**src/rtl/octal_uart_cfg_pkg.sv**
```systemverilog
package octal_uart_cfg_pkg;

    // global register offsets
    localparam logic [7:0] OFS_IRQ_SUMMARY  = 8'h80;
    localparam logic [7:0] OFS_IRQ_CODE_LO  = 8'h81;
    localparam logic [7:0] OFS_IRQ_CODE_MID = 8'h82;
    localparam logic [7:0] OFS_IRQ_CODE_HI  = 8'h83;
    localparam logic [7:0] OFS_TIMER_CTRL   = 8'h84;
    localparam logic [7:0] OFS_TIMER_ZERO   = 8'h85;
    localparam logic [7:0] OFS_TIMER_LOW    = 8'h86;
    localparam logic [7:0] OFS_TIMER_HIGH   = 8'h87;
    localparam logic [7:0] OFS_SAMPLE_X8    = 8'h88;
    localparam logic [7:0] OFS_SAMPLE_X4    = 8'h89;
    localparam logic [7:0] OFS_SOFT_RESET   = 8'h8A;
    localparam logic [7:0] OFS_SLEEP_EN     = 8'h8B;
    localparam logic [7:0] OFS_REVISION     = 8'h8C;
    localparam logic [7:0] OFS_IDENTIFIER   = 8'h8D;
    localparam logic [7:0] OFS_BROADCAST    = 8'h8E;

    // channel register offsets inside each sixteen-byte window
    localparam logic [3:0] CH_OFS_TX_HOLD   = 4'h0;
    localparam logic [3:0] CH_OFS_IRQ_STAT  = 4'h2;

    // field positions, masks and reset values
    localparam int         BCAST_BIT        = 0;
    localparam int         GLOBAL_SEL_BIT   = 7;
    localparam logic [7:0] TIMER_CTRL_MASK  = 8'h0F;
    localparam logic [7:0] SLEEP_ALL        = 8'hFF;
    localparam logic [7:0] REG_RESET        = 8'h00;

    typedef enum logic [1:0] {
        SAMPLE_16X = 2'b00,
        SAMPLE_8X  = 2'b01,
        SAMPLE_4X  = 2'b10
    } sample_mode_t;

    typedef enum logic [0:0] {
        ST_AWAKE  = 1'b0,
        ST_ASLEEP = 1'b1
    } sleep_state_t;

    // access forwarded to the channel register files
    typedef struct packed {
        logic [7:0] sel;
        logic [3:0] ofs;
        logic [7:0] wdata;
        logic       wr;
        logic       rd;
    } chan_bus_t;

endpackage : octal_uart_cfg_pkg

```
**src/rtl/octal_uart_cfg.sv**
```systemverilog
`timescale 1ns/100ps
module octal_uart_cfg
    import octal_uart_cfg_pkg::*;
#(
    parameter logic [7:0] DEV_REVISION   = 8'h01,   // arbitrary value
    parameter logic [7:0] DEV_IDENTIFIER = 8'h5A,   // arbitrary value
    parameter int         CHANNELS       = 8
) (
    // clock and reset
    input  wire logic        sys_clk_i,
    input  wire logic        rst_b_i,
    // host parallel bus
    input  wire logic [7:0]  addr_i,
    input  wire logic [7:0]  wdata_i,
    input  wire logic        wr_i,
    input  wire logic        rd_i,
    output logic      [7:0]  rdata_o,
    // channel register files
    input  wire logic [63:0] chan_rdata_i,
    output chan_bus_t        chan_bus_o,
    output logic      [7:0]  soft_reset_o,
    output logic      [15:0] sample_mode_o,
    // channel status
    input  wire logic [7:0]  chan_irq_pending_i,
    input  wire logic [23:0] chan_irq_code_i,
    input  wire logic [7:0]  rx_irq_en_i,
    input  wire logic [7:0]  tx_irq_en_i,
    input  wire logic [7:0]  modem_irq_en_i,
    input  wire logic [7:0]  modem_delta_i,
    // serial pins seen for wake-up
    input  wire logic [7:0]  rx_i,
    input  wire logic [31:0] modem_i,
    // device outputs
    output logic             irq_o,
    output logic             osc_en_o,
    output logic             oscillator_output_pin,
    output logic      [3:0]  timer_ctrl_o,
    output logic      [15:0] timer_reload_o
);

    // the address map has room for exactly eight channel windows
    if (CHANNELS != 8) begin : g_bad_channels
        $error("octal_uart_cfg serves exactly eight channels");
    end

    ////////////////////////////////////////////////////////////////////////////
    // helpers

    // both bits set picks 4X so a half-written pair never lands on 8X
    function automatic sample_mode_t pick_mode(input logic x8, input logic x4);
        if (x4) begin
            return SAMPLE_4X;
        end else if (x8) begin
            return SAMPLE_8X;
        end
        return SAMPLE_16X;
    endfunction : pick_mode

    // true when the address falls into the channel windows
    function automatic logic is_chan(input logic [7:0] a);
        return !a[GLOBAL_SEL_BIT];
    endfunction : is_chan

    ////////////////////////////////////////////////////////////////////////////
    // decode

    logic         host_wr_global;
    logic         host_wr_chan;
    logic         host_rd_chan;
    logic [2:0]   chan_idx;
    logic [7:0]   chan_onehot;

    assign chan_idx       = addr_i[6:4];
    assign chan_onehot    = 8'h01 << chan_idx;
    assign host_wr_global = wr_i && !is_chan(addr_i);
    assign host_wr_chan   = wr_i && is_chan(addr_i);
    assign host_rd_chan   = rd_i && is_chan(addr_i);

    ////////////////////////////////////////////////////////////////////////////
    // global read/write registers

    logic [7:0] timer_ctrl;
    logic [7:0] timer_low;
    logic [7:0] timer_high;
    logic [7:0] sample_x8_select;
    logic [7:0] sample_x4_select;
    logic [7:0] sleep_enable;
    logic [7:0] broadcast_write_control;

    // software-written controls
    always_ff @(posedge sys_clk_i or negedge rst_b_i) begin
        if (!rst_b_i) begin
            timer_ctrl              <= REG_RESET;
            timer_low               <= REG_RESET;
            timer_high              <= REG_RESET;
            sample_x8_select        <= REG_RESET;
            sample_x4_select        <= REG_RESET;
            sleep_enable            <= REG_RESET;
            broadcast_write_control <= REG_RESET;
        end else if (host_wr_global) begin
            case (addr_i)
                OFS_TIMER_CTRL: timer_ctrl       <= wdata_i & TIMER_CTRL_MASK;
                OFS_TIMER_LOW:  timer_low        <= wdata_i;
                OFS_TIMER_HIGH: timer_high       <= wdata_i;
                OFS_SAMPLE_X8:  sample_x8_select <= wdata_i;
                OFS_SAMPLE_X4:  sample_x4_select <= wdata_i;
                OFS_SLEEP_EN:   sleep_enable     <= wdata_i;
                OFS_BROADCAST:  broadcast_write_control <= {7'h00, wdata_i[BCAST_BIT]};
                default: ;
            endcase
        end
    end

    // register outputs that steer the channels
    always_ff @(posedge sys_clk_i or negedge rst_b_i) begin
        if (!rst_b_i) begin
            sample_mode_o  <= {8{SAMPLE_16X}};
            timer_ctrl_o   <= 4'h0;
            timer_reload_o <= 16'h0000;
        end else begin
            for (int c = 0; c < 8; c++) begin
                sample_mode_o[2*c +: 2] <= pick_mode(sample_x8_select[c],
                                                     sample_x4_select[c]);
            end
            timer_ctrl_o   <= timer_ctrl[3:0];
            timer_reload_o <= {timer_high, timer_low};
        end
    end

    // soft reset is a pulse: nothing is stored, so it cannot be read back
    always_ff @(posedge sys_clk_i or negedge rst_b_i) begin
        if (!rst_b_i) begin
            soft_reset_o <= 8'h00;
        end else if (host_wr_global && addr_i == OFS_SOFT_RESET) begin
            soft_reset_o <= wdata_i;
        end else begin
            soft_reset_o <= 8'h00;
        end
    end

    ////////////////////////////////////////////////////////////////////////////
    // channel access forwarding

    // reads never broadcast; only writes fan out to every channel
    always_ff @(posedge sys_clk_i or negedge rst_b_i) begin
        if (!rst_b_i) begin
            chan_bus_o <= '0;
        end else begin
            chan_bus_o.ofs   <= addr_i[3:0];
            chan_bus_o.wdata <= wdata_i;
            chan_bus_o.wr    <= host_wr_chan;
            chan_bus_o.rd    <= host_rd_chan;
            if (host_wr_chan && broadcast_write_control[BCAST_BIT]) begin
                chan_bus_o.sel <= 8'hFF;
            end else if (host_wr_chan || host_rd_chan) begin
                chan_bus_o.sel <= chan_onehot;
            end else begin
                chan_bus_o.sel <= 8'h00;
            end
        end
    end

    ////////////////////////////////////////////////////////////////////////////
    // wake-up event detection

    logic [7:0]  rx_prev;
    logic [31:0] modem_prev;
    logic [7:0]  rx_fall;
    logic [7:0]  tx_load;
    logic [7:0]  modem_change;
    logic [7:0]  chan_event;
    logic [7:0]  wake_silent;
    logic        any_event;

    // previous pin levels for edge detection
    always_ff @(posedge sys_clk_i or negedge rst_b_i) begin
        if (!rst_b_i) begin
            rx_prev    <= 8'hFF;
            modem_prev <= 32'h0000_0000;
        end else begin
            rx_prev    <= rx_i;
            modem_prev <= modem_i;
        end
    end

    // per-channel events; a broadcast write to the transmit holding offset loads every transmitter
    always_comb begin
        rx_fall = rx_prev & ~rx_i;
        tx_load = 8'h00;
        if (host_wr_chan && addr_i[3:0] == CH_OFS_TX_HOLD) begin
            tx_load = broadcast_write_control[BCAST_BIT] ? 8'hFF : chan_onehot;
        end
        for (int c = 0; c < 8; c++) begin
            modem_change[c] = |(modem_prev[4*c +: 4] ^ modem_i[4*c +: 4]);
        end
        chan_event  = rx_fall | tx_load | modem_change;
        any_event   = |chan_event;
        wake_silent = (rx_fall & ~rx_irq_en_i) | (tx_load & ~tx_irq_en_i)
                    | (modem_change & ~modem_irq_en_i);
    end

    ////////////////////////////////////////////////////////////////////////////
    // sleep state machine

    sleep_state_t state;
    sleep_state_t next_state;
    logic [7:0]   wake_flag;
    logic [7:0]   wake_set;
    logic [7:0]   wake_clr;
    logic [7:0]   summary;
    logic         entry_ok;

    assign summary  = chan_irq_pending_i | wake_flag;
    assign entry_ok = summary == 8'h00 && sleep_enable == SLEEP_ALL
                   && modem_delta_i == 8'h00 && &rx_i && !any_event;

    // leaving on a zero write too lets software cancel sleep at once
    always_comb begin
        next_state = state;
        case (state)
            ST_AWAKE: begin
                if (entry_ok) begin
                    next_state = ST_ASLEEP;
                end
            end
            ST_ASLEEP: begin
                if (any_event || sleep_enable != SLEEP_ALL) begin
                    next_state = ST_AWAKE;
                end
            end
            default: next_state = ST_AWAKE;
        endcase
    end

    always_ff @(posedge sys_clk_i or negedge rst_b_i) begin
        if (!rst_b_i) begin
            state <= ST_AWAKE;
        end else begin
            state <= next_state;
        end
    end

    // silent wake flag: only events that end a sleep set it
    assign wake_set = (state == ST_ASLEEP) ? (chan_event & wake_silent) : 8'h00;
    assign wake_clr = (host_rd_chan && addr_i[3:0] == CH_OFS_IRQ_STAT
                       && !chan_irq_pending_i[chan_idx]) ? chan_onehot : 8'h00;

    // set wins over clear so a wake in the reading cycle is kept
    always_ff @(posedge sys_clk_i or negedge rst_b_i) begin
        if (!rst_b_i) begin
            wake_flag <= 8'h00;
        end else begin
            wake_flag <= (wake_flag & ~wake_clr) | wake_set;
        end
    end

    // oscillator: a divided toggle stands in for the crystal swing
    always_ff @(posedge sys_clk_i or negedge rst_b_i) begin
        if (!rst_b_i) begin
            osc_en_o              <= 1'b1;
            oscillator_output_pin <= 1'b0;
        end else begin
            osc_en_o <= (next_state == ST_AWAKE);
            if (state == ST_AWAKE) begin
                oscillator_output_pin <= ~oscillator_output_pin;
            end else begin
                oscillator_output_pin <= 1'b0;
            end
        end
    end

    // one interrupt line for every channel and for silent wake-ups
    always_ff @(posedge sys_clk_i or negedge rst_b_i) begin
        if (!rst_b_i) begin
            irq_o <= 1'b0;
        end else begin
            irq_o <= |summary;
        end
    end

    ////////////////////////////////////////////////////////////////////////////
    // read data

    logic [7:0]  next_rdata;
    logic [23:0] code_packed;

    // a silently woken channel shows its summary bit with code zero
    always_comb begin
        for (int c = 0; c < 8; c++) begin
            code_packed[3*c +: 3] = chan_irq_pending_i[c] ? chan_irq_code_i[3*c +: 3]
                                                          : 3'b000;
        end
        next_rdata = 8'h00;
        if (is_chan(addr_i)) begin
            next_rdata = chan_rdata_i[8*chan_idx +: 8];
        end else begin
            case (addr_i)
                OFS_IRQ_SUMMARY:  next_rdata = summary;
                OFS_IRQ_CODE_LO:  next_rdata = code_packed[7:0];
                OFS_IRQ_CODE_MID: next_rdata = code_packed[15:8];
                OFS_IRQ_CODE_HI:  next_rdata = code_packed[23:16];
                OFS_TIMER_CTRL:   next_rdata = timer_ctrl;
                OFS_TIMER_ZERO:   next_rdata = 8'h00;
                OFS_TIMER_LOW:    next_rdata = timer_low;
                OFS_TIMER_HIGH:   next_rdata = timer_high;
                OFS_SAMPLE_X8:    next_rdata = sample_x8_select;
                OFS_SAMPLE_X4:    next_rdata = sample_x4_select;
                OFS_SLEEP_EN:     next_rdata = sleep_enable;
                OFS_REVISION:     next_rdata = DEV_REVISION;
                OFS_IDENTIFIER:   next_rdata = DEV_IDENTIFIER;
                OFS_BROADCAST:    next_rdata = broadcast_write_control;
                default:          next_rdata = 8'h00;
            endcase
        end
    end

    always_ff @(posedge sys_clk_i or negedge rst_b_i) begin
        if (!rst_b_i) begin
            rdata_o <= 8'h00;
        end else if (rd_i) begin
            rdata_o <= next_rdata;
        end
    end
endmodule : octal_uart_cfg

```
**config.mk**
```make
export PLATFORM = sky130hd
export DESIGN_NAME = octal_uart_cfg
export DESIGN_NICKNAME = d
export VERILOG_FILES = /design/src/rtl/octal_uart_cfg_pkg.sv /design/src/rtl/octal_uart_cfg.sv
export SDC_FILE = /design/constraint.sdc
export NUM_CORES = 1
export LEC_CHECK = 0
export BUFFER_PORTS_ARGS = -buffer_cell sky130_fd_sc_hd__buf_2
export CORE_UTILIZATION = 50
export CTS_CLUSTER_DIAMETER = 80
export DETAILED_ROUTE_END_ITERATION = 8
export GPL_TIMING_DRIVEN = 0
export PLACE_DENSITY_LB_ADDON = 0.1
export SLEW_MARGIN = 15
export SYNTH_ARGS = -nofsm -noshare
export SYNTH_HDL_FRONTEND = slang
export SYNTH_SLANG_ARGS = --single-unit
```
**constraint.sdc**
```tcl
create_clock -name sys_clk_i -period 1.8 [get_ports sys_clk_i]
set_input_delay 0.18 -clock sys_clk_i [delete_from_list [all_inputs] [get_ports sys_clk_i]]
set_output_delay 0.18 -clock sys_clk_i [all_outputs]
set_load 0.01 [all_outputs]
```
======== Word level (Yosys, flattened, before mapping) ========
Index checks and enable logic that the tools add are counted.
cells by class
  order comparisons ....................... 1
  equality and inequality tests ........... 17
  shifts and indexed selects .............. 2
  multiplexer cells ....................... 63
  bitwise logic cells ..................... 28
  reductions and logical operators ........ 38
operators with widths
  kind                   number
  $eq A8 B8 Y1 const B   15
  $pmux W8 S13           1
  $mux W8                8
  $shiftx A64 B7 Y8      1
  $and A8 B8 Y8          6
  $mux W2                24
  $or A8 B8 Y8           6
  $not A8 Y8             5
  $reduce_or A4 Y1       8
  $xor A4 B4 Y4          8
  $mux W3                8
  $mux W1                20
  $logic_not A8 Y1       2
  $reduce_or A8 Y1       2
  $reduce_and A2 Y1      7
  $logic_and A1 B1 Y1    12
  $ne A8 B8 Y1 const B   1
  $reduce_and A8 Y1      1
  $shl A1 B3 Y8 const A  1
  $eq A4 B2 Y1 const B   1
  $logic_not A4 Y1       1
  $lt A3 B4 Y1 const B   1
  $bmux W1 S3            1
  $logic_not A1 Y1       3
  3 further kinds        6
word-level totals
  bits in registers ....................... 171
  output and inout bits ................... 77

======== Depth between registers and ports, before layout ========
Gate-level depths: netlist (run 1).
  word-level depth ........................ 12
  mapped depth ............................ 8
  depth with buffers taken out ............ 7

======== Worst setup path before layout (run 1) ========
OpenSTA, ideal clock, no wires.
  kind .................................... input-to-reg
  start point ............................. input addr_i[4]
  end point ............................... register sleep_enable[0]
  library setup time ...................... 125 ps
  arrival time ............................ 1801 ps
  path slack .............................. -125 ps
  stages on the path ...................... 6
  buffers on the path ..................... 2
  cell sequence ........................... buf_4 buf_4 nor4b_2 nand4_1 nor2_2 mux2_2
between the ends
  word-level cells in the longest chain between the ends .. 2
ends and longest elaborated chain
  element                             RTL line               text
  from (decl)                         octal_uart_cfg.sv:13   input wire logic [7:0] addr_i,
  $eq A8 B8 Y1                        octal_uart_cfg.sv:101  case (addr_i)
  $reduce_and A2 Y1 (no source line)  n/a
  to (signal assigned)                octal_uart_cfg.sv:107  OFS_SLEEP_EN: sleep_enable <= wdata_i;
  to (decl)                           octal_uart_cfg.sv:87   logic [7:0] sleep_enable;
Every way passes these cells.
A chain may end at the register's enable or synchronous reset.

======== Worst setup path after layout (run 1) ========
  start point ............................. register modem_prev[22]
  end point ............................... register state
between the ends
  word-level cells in the longest chain between the ends .. 8
  elaborated cells between the ends (all ways) .. 10
  those cells by class .................... mux: 3; bitwise: 2; reduce/logical: 5
ends and longest elaborated chain
  element                 RTL line               text
  from (decl)             octal_uart_cfg.sv:167  logic [31:0] modem_prev;
  from (signal assigned)  octal_uart_cfg.sv:182  modem_prev <= modem_i;
  $xor A4 B4 Y4 *         octal_uart_cfg.sv:194  modem_change[c] = |(modem_prev[4*c +: 4] ^ modem_i[4*c +: 4]);
  $reduce_or A4 Y1 *      octal_uart_cfg.sv:194
  $or A8 B8 Y8 *          octal_uart_cfg.sv:196  chan_event = rx_fall | tx_load | modem_change;
  $reduce_or A8 Y1 *      octal_uart_cfg.sv:197  any_event = |chan_event;
  $logic_not A1 Y1        octal_uart_cfg.sv:215  && modem_delta_i == 8'h00 && &rx_i && !any_event;
  $logic_and A1 B1 Y1     octal_uart_cfg.sv:215
  $mux W1                 octal_uart_cfg.sv:222  if (entry_ok) begin
  $pmux W1 S2 *           octal_uart_cfg.sv:220  case (state)
  named net next_state    octal_uart_cfg.sv:206  sleep_state_t next_state;
  to (signal assigned)    octal_uart_cfg.sv:239  state <= next_state;
  to (decl)               octal_uart_cfg.sv:205  sleep_state_t state;
Mark *: on every way through the listed nets, which the timed path passes. The rest lies on a longest branch.

==> out/metrics.cfg, run 1 <==
[synth]
ys_warn_count = 0
synth_nets = 795
synth_area_um2 = 7670
asyncSetResetFlopFracSynth_pct = 100
synth_mux_area_share_pct = 14.4
synthCells = 607
avgSynthCellArea_um2 = 12.6
synth_top_cells_by_area = dfrtp_1, mux2_2, mux4_2, xor2_1, dfstp_2
yosysTopAreaCell = dfrtp_1
synth-compound-area-share_pct = 10.4
synth_seq_area_share_pct = 56.0
synth_top_family_by_area = multiplexers
ys_types = 64
synth-edff-count = 0
synth_top_area_share_pct = 52.9
ys.flop_type = dfrtp_1
yosys.area_share.simple_pct = 13.0
synthXorXnorAreaFrac_pct = 3.77
yosys.area_share.adder_pct = 0
ys_ff_latch = 171

[clock_tree]
cts_inserted_buffers = 17
clk_path_buf_depth = 2
clk_pin_slew_ps = 70
cts-root-buf = clkbuf_16
cts_tree = done
clkSinkCount = 171
clock_latency_ps = 440
ctsHtreeMaxLevel = 4

[route]
wl_per_cell_um = 22.2
vias_per_cell = 5.80
vias = 6655
drc = 0
wirelength_mm = 25.5
dr.pass1.iters = 5
dr.first_iter.drc_count = 374
drtAntennaViolNets = 0

[hold_path]
hold_path.class = primary input to flop

[final_layout]
final_common_cell = buf_2
synthToLayoutAreaGrowth_pct = 40.6
fillCellCount = 1057
drive_above_1_share_pct = 45.9
nets = 1138
final_cell_mix = buf_2, dfrtp_1, dlygate4sd3_1
fin_cells = 1148

[placed_design]
io_buffers = 262
dpl.cell_count = 1055
hpwl_mm = 18.4
gp_congestion = 0.913

[floorplanning]
rows = 44
fp.dieH_um = 126
ios = 265
die_w_um = 126
dieArea_um2 = 15800
start_util_pct = 52.0
coreArea_um2 = 14800

[grt]
antenna_found_initial = 3
grt_max_degree = 94
grt_pass1_vias = 7110
grt_usage_pct = 33.2
grt_pass1_wl_mm = 39.2
gr-total-overflow = 0

[worst_setup_path]
critical-path-max-stage-delay_ps = 370
critPathCaptureType = flop
critPathRequiredTime_ps = 2180
critical_path_arrival_ps = 2150
cp-start-kind = flop
worstSetupPathType = flop to flop
cp_max_fo = 2
crit_buf_inv = 0
crit_chain = xor2_1, nor4_2, o211ai_1, nor4_4, o2111a_1
crit_family = simple AND/OR/NAND/NOR gates
critPathSlowestCell = dfrtp_1

[sta]
finClkSkew_ps = 11.4
slew_violations = 0
min_period_ps = 1780
worst_pin_slew_ps = 773
fmax_mhz = 563
slew_headroom_pct = 48.3
finalHoldViolations = 0
setup_viol = 0
rsz0062_at_grt = yes
period_share_pct = 98.7
tns_ps = 0

[power_and_ir_drop]
max-vdd-ir-drop_uv = 652
leakage_nw = 5.20
power_density_nw_per_um2 = 863

[run]
maxCapViolCount = 0

[status]
outcome = finished clean

## layout make-up
cell class                 count  area, um2  area share, %
antenna                        1       2.50         0.0232
multi-input combinational    393       3390           31.5
timing repair buffer         326       2010           18.6
clock buffer                  19        443           4.11
tap                          184        230           2.14
buffer                        34        178           1.65
sequential                   171       4290           39.8
inverter                       7       26.3          0.244
clock inverter                13        208           1.93
## cell families after synthesis
logic type,after synthesis
AO/OA/AOI/OAI,106
buffers and inverters,43
AND/OR/NAND/NOR,173
XOR/XNOR,33
flip-flops,171
multiplexers,81
## power breakdown
group	switching, mW	total (mW)	internal [mW]	leakage [nW]
logic	0.640	1.20	0.556	2.68
clock network	1.62	4.02	2.40	0.319
registers	0.0842	4.09	4.00	2.20
total	2.34	9.31	6.96	5.20
## flip-flops by register name, summed over array words and instances, names as in the netlist, 16 cells and up
| name | count |
|---|---|
| timer_reload_o | 16 |
| sample_mode_o | 16 |
| modem_prev | 32 |
| chan_bus_o | 22 |
## synthesized netlist by cell type (3+ instances only)
| cell type | n |
|---|---|
| clkbuf_1 | 20 |
| mux2i_1 | 11 |
| nor2b_1 | 11 |
| nor3b_1 | 3 |
| mux2_2 | 52 |
| a32oi_1 | 4 |
| buf_1 | 3 |
| buf_2 | 10 |
| o2111ai_1 | 3 |
| nand2b_1 | 15 |
| mux4_2 | 18 |
| and2_1 | 10 |
| o21ai_0 | 19 |
| nor4_1 | 17 |
| inv_1 | 6 |
| nor2_1 | 28 |
| dfrtp_1 | 162 |
| and3b_1 | 4 |
| o22a_1 | 3 |
| o32a_1 | 8 |
| and3_1 | 3 |
| nor2_2 | 3 |
| a31oi_1 | 8 |
| xor2_1 | 33 |
| o22ai_1 | 4 |
| or3b_2 | 3 |
| dfstp_2 | 9 |
| nor3_2 | 3 |
| a221o_1 | 4 |
| nand3_1 | 14 |
| o211ai_1 | 11 |
| a32o_1 | 8 |
| a21oi_1 | 10 |
| nor3_1 | 6 |
| nand4_1 | 13 |
| nand2_1 | 30 |
| a22oi_1 | 3 |
## path summary, 6_finish.rpt
path / startpoint / endpoint / slack, ps / depth (start not counted)
worst max-delay path: modem_prev[22] / state / 20 / 5
worst min-delay path: addr_i[2] / chan_bus_o[12] / 40 / 1
worst max register to register: modem_prev[22] / state / 20 / 5
worst min register to register: timer_ctrl[1] / timer_ctrl_o[1] / 380 / 0
max in group asynchronous: rst_b_i / rx_prev[4] / 600 / 3
min in group asynchronous: rst_b_i / sample_x8_select[2] / 330 / 2
## metal layers
metal  track usage, %  up-vias  wire, um
li1                 -     2961         -
met1             41.1     3342     10100
met2             58.3      303     13000
met4             9.92        4       629
met3             7.48       45      1670
met5                0        -        27
## worst register-to-register path, delay by kind of cell (launching register included)
kind / cells / cell delay, ps
xor gates and xnor gates: 1 / 140
and+or+nand+nor: 2 / 740
AOI/OAI and AO/OA: 2 / 470
DFF: 1 / 370
## what timing repair did
item | CTS | global route
hold buffers | 52 | 0
hold endpoints to repair | 129 | 0
gates resized for setup | 22 | 19
endpoints found under the setup margin | 49 | 57
pin swaps | 10 | 8
setup buffers | 10 | 2
## stage by stage
stage	hold slack [ps]	utilization (%)	power [mW]	worst slack [ps]	area [um2]
floorplan	-116	-	4.62	-9.76	7700
global placement	302	62.6	5.16	-1820	9240
detailed placement	198	63.0	5.20	-927	9300
CTS	16.3	72.5	9.30	4.67	10700
global route	31.4	73.0	9.61	-29.3	10800
finish	43.6	73.0	9.31	23.6	10800
Note: power is estimated with default switching activity, not from simulation.
==> run 2: changes to the inputs <==
Settings changed: SETUP_SLACK_MARGIN from default to 0.1.
==> run 2 against run 1 <==
Against the previous run:
- the run now ends with setup timing left
- design area up 0.70%
- sequential power about the same
- worst setup slack worse by 26 ps
- final cell count up 0.61%
- via count up 0.63%
- flip-flop and latch count unchanged
- sequential share of layout area down 0.29 points
- total power down 3.5%
- combinational power up 5%
- core utilization up 0.51 points
- critical path type unchanged
- largest cell class unchanged
- highest routed layer unchanged
==> out/metrics.cfg, run 2 (synthesis results as in run 1) <==
[status]
outcome = complete, but fails checks
violations = setup timing

[hold_path]
hp-start = chan_irq_code_i[14]
hold_path_depth = 3  ; +2
min_to = rdata_o[6]
hold_path.class = primary input to flop

[clock_tree]
clock_latency_ps = 430  ; about the same
clkSinkCount = 171  ; unchanged
ctsHtreeMaxLevel = 4  ; unchanged
cts-root-buf = clkbuf_16
cts_inserted_buffers = 17  ; unchanged
cts_tree = done
clk_pin_slew_ps = 70  ; about the same
clk_path_buf_depth = 2  ; unchanged

[final_layout]
final_common_cell = buf_2
final_cell_mix = buf_2, dfrtp_1, dlygate4sd3_1
drive_above_1_share_pct = 47.3  ; +1.4 points
top_regs = modem_prev: 32 flops, chan_bus_o: 22 flops
fillCellCount = 1032  ; -2.4%
register_area_um2 = 4290  ; about the same
largest_register = modem_prev
nets = 1145  ; +0.62%
synthToLayoutAreaGrowth_pct = 41.6
largest_reg_flops = 32  ; unchanged
multi_input_area_um2 = 3480  ; +2.5%

[power_and_ir_drop]
switchingPower_mw = 2.43  ; +3.8%
power_density_nw_per_um2 = 828  ; -4.1%
sw_frac_of_total_pct = 27.1  ; +1.9 points
pwr-share-seq_pct = 45.5  ; +1.6 points
comb_power_share_pct = 14.0  ; +1.1 points
total_power_mw = 8.98  ; -3.5%
max-vdd-ir-drop_uv = 673  ; +3.1%
leakage_nw = 5.22  ; +0.33%
internal_power_mw = 6.55  ; -5.9%
p_clk_share_pct = 40.5  ; -2.7 points

[placed_design]
io_buffers = 262  ; unchanged
hpwl_mm = 18.5  ; +0.90%
gp_congestion = 0.939  ; +2.9%

[floorplanning]
rows = 44  ; unchanged
die_w_um = 126  ; unchanged
ios = 265  ; unchanged
dieArea_um2 = 15800  ; unchanged
coreArea_um2 = 14800  ; unchanged
start_util_pct = 52.0  ; unchanged
fp.dieH_um = 126  ; unchanged

[worst_setup_path]
cp_max_fo = 2  ; unchanged
critPathSlowestCell = dfrtp_1
critPathCaptureType = flop
r2r-end = state
critical_path_arrival_ps = 2170  ; +20 ps
rrSetupSlack_ps = -3  ; -30 ps
critical-path-max-stage-delay_ps = 400  ; +30 ps
cp-start-kind = flop
reg2reg_from = modem_prev[22]
worstSetupPathType = flop to flop
crit_chain = xor2_2, nor4_4, o211ai_1, nor4_2, o2111a_1
r2r_cells = 5  ; unchanged
critPathRequiredTime_ps = 2170  ; about the same

[route]
wl_per_cell_um = 22.8  ; +2.5%
vias_per_cell = 5.80  ; about the same
dr.first_iter.drc_count = 376  ; +0.53%
drtAntennaViolNets = 0  ; unchanged
wirelength_mm = 26.3  ; +3.1%
dr.pass1.iters = 4  ; -1
vias = 6697  ; +0.63%
drc = 0  ; unchanged

[sta]
tns_ps = -4.68  ; -4.68 ps
finClkSkew_ps = 7.02  ; -4.39 ps
slew_headroom_pct = 45.5  ; -2.8 points
slew_violations = 0  ; unchanged
layout_setup_ws_ps = -2.74  ; -26.4 ps
min_period_ps = 1800  ; +26.4 ps
fmax_mhz = 555  ; -1.5%
setup_viol = 2  ; +2
finalHoldViolations = 0  ; unchanged
rsz0062_at_grt = yes
worst_pin_slew_ps = 816  ; +42.5 ps
period_share_pct = 100  ; +1.5 points

[grt]
antenna_found_initial = 2  ; -1
grt_pass1_vias = 7239  ; +1.8%
grt_usage_pct = 34.1  ; +0.85 points
gr-total-overflow = 0  ; unchanged
grt_max_degree = 94  ; unchanged
grt_pass1_wl_mm = 40.1  ; +2.2%

[run]
maxCapViolCount = 0  ; unchanged

run 2: cell count changes in the layout (fill, tap and decap cells not counted), moves of 5 or more:
cell	before	now
mux2_2	51	45
clkbuf_1	15	10
clkinvlp_4	0	5
buf_4	11	16
clkbuf_2	3	9
mux2_4	1	7
run 2: critical path: cells and delay by family (launching register included):
kind | cells | cell delay (ps)
AO/OA/AOI/OAI | 2 | 430
XOR/XNOR | 1 | 190
AND/OR/NAND/NOR | 2 | 720
flip-flops | 1 | 400
run 2: metal layers:
metal / up-vias / global-route usage, % / wire length, um
met5: - / 0 / 11
met4: 2 / 14.0 / 822
met3: 53 / 7.05 / 1770
met2: 310 / 60.1 / 13700
met1: 3360 / 40.8 / 9980
li1: 2972 / - / -
run 2: through the flow:
| step | cell area [um2] | setup WS [ps] | hold slack (ps) | util (%) | cells |
|---|---|---|---|---|---|
| 6_report | 10900 | -2.74 | 109 | 73.6 | 1155 |
| 5_1_grt | 10900 | -25.8 | 140 | 73.5 | 1154 |
| 4_1_cts | 10700 | 57.7 | 95.7 | 72.5 | 1148 |
| 3_5_place_dp | 9350 | -813 | 188 | 63.4 | 1054 |
| 3_3_place_gp | 9310 | -1800 | 303 | 63.1 | 1053 |
| 2_1_floorplan | 7770 | 29.7 | -116 | - | 607 |
run 2: final cells by class:
class                      instances  area share, %
multi-input combinational        393           32.0
sequential                       171           39.5
inverter                           7          0.242
antenna                            1         0.0231
buffer                            36           2.03
clock inverter                    15           1.50
timing repair buffer             331           18.6
tap                              184           2.12
clock buffer                      17           3.92
run 2: timing repair:
| action | 4_1_cts | 5_1_grt |
|---|---|---|
| hold buffers | 53 | 0 |
| pin swaps | 11 | 19 |
| setup buffers | 9 | 7 |
| hold endpoints to repair | 130 | 0 |
| resized for setup | 31 | 33 |
| endpoints found under the setup margin | 66 | 40 |
run 2: power by group through the flow:
stage,clock [mW],combinational (mW),sequential [mW]
2_1_floorplan,0,0.459,4.17
3_3_place_gp,0,1.03,4.15
3_5_place_dp,0,1.06,4.16
4_1_cts,3.65,1.19,4.08
5_1_grt,3.82,1.35,4.10
6_report,3.64,1.26,4.09
run 2: worst max path at each step:
| stage | startpoint | to | slack [ps] | cells after the start |
|---|---|---|---|---|
| after floorplan | addr_i[4] | sleep_enable[0] | 30 | 6 |
| after global placement | rst_b_i | modem_prev[21] | -1800 | 1 |
| after detailed placement | addr_i[2] | rdata_o[1] | -810 | 7 |
| after CTS | modem_prev[21] | osc_en_o | 60 | 5 |
| after global routing | modem_prev[22] | state | -30 | 5 |
| final | modem_prev[22] | state | -3 | 5 |
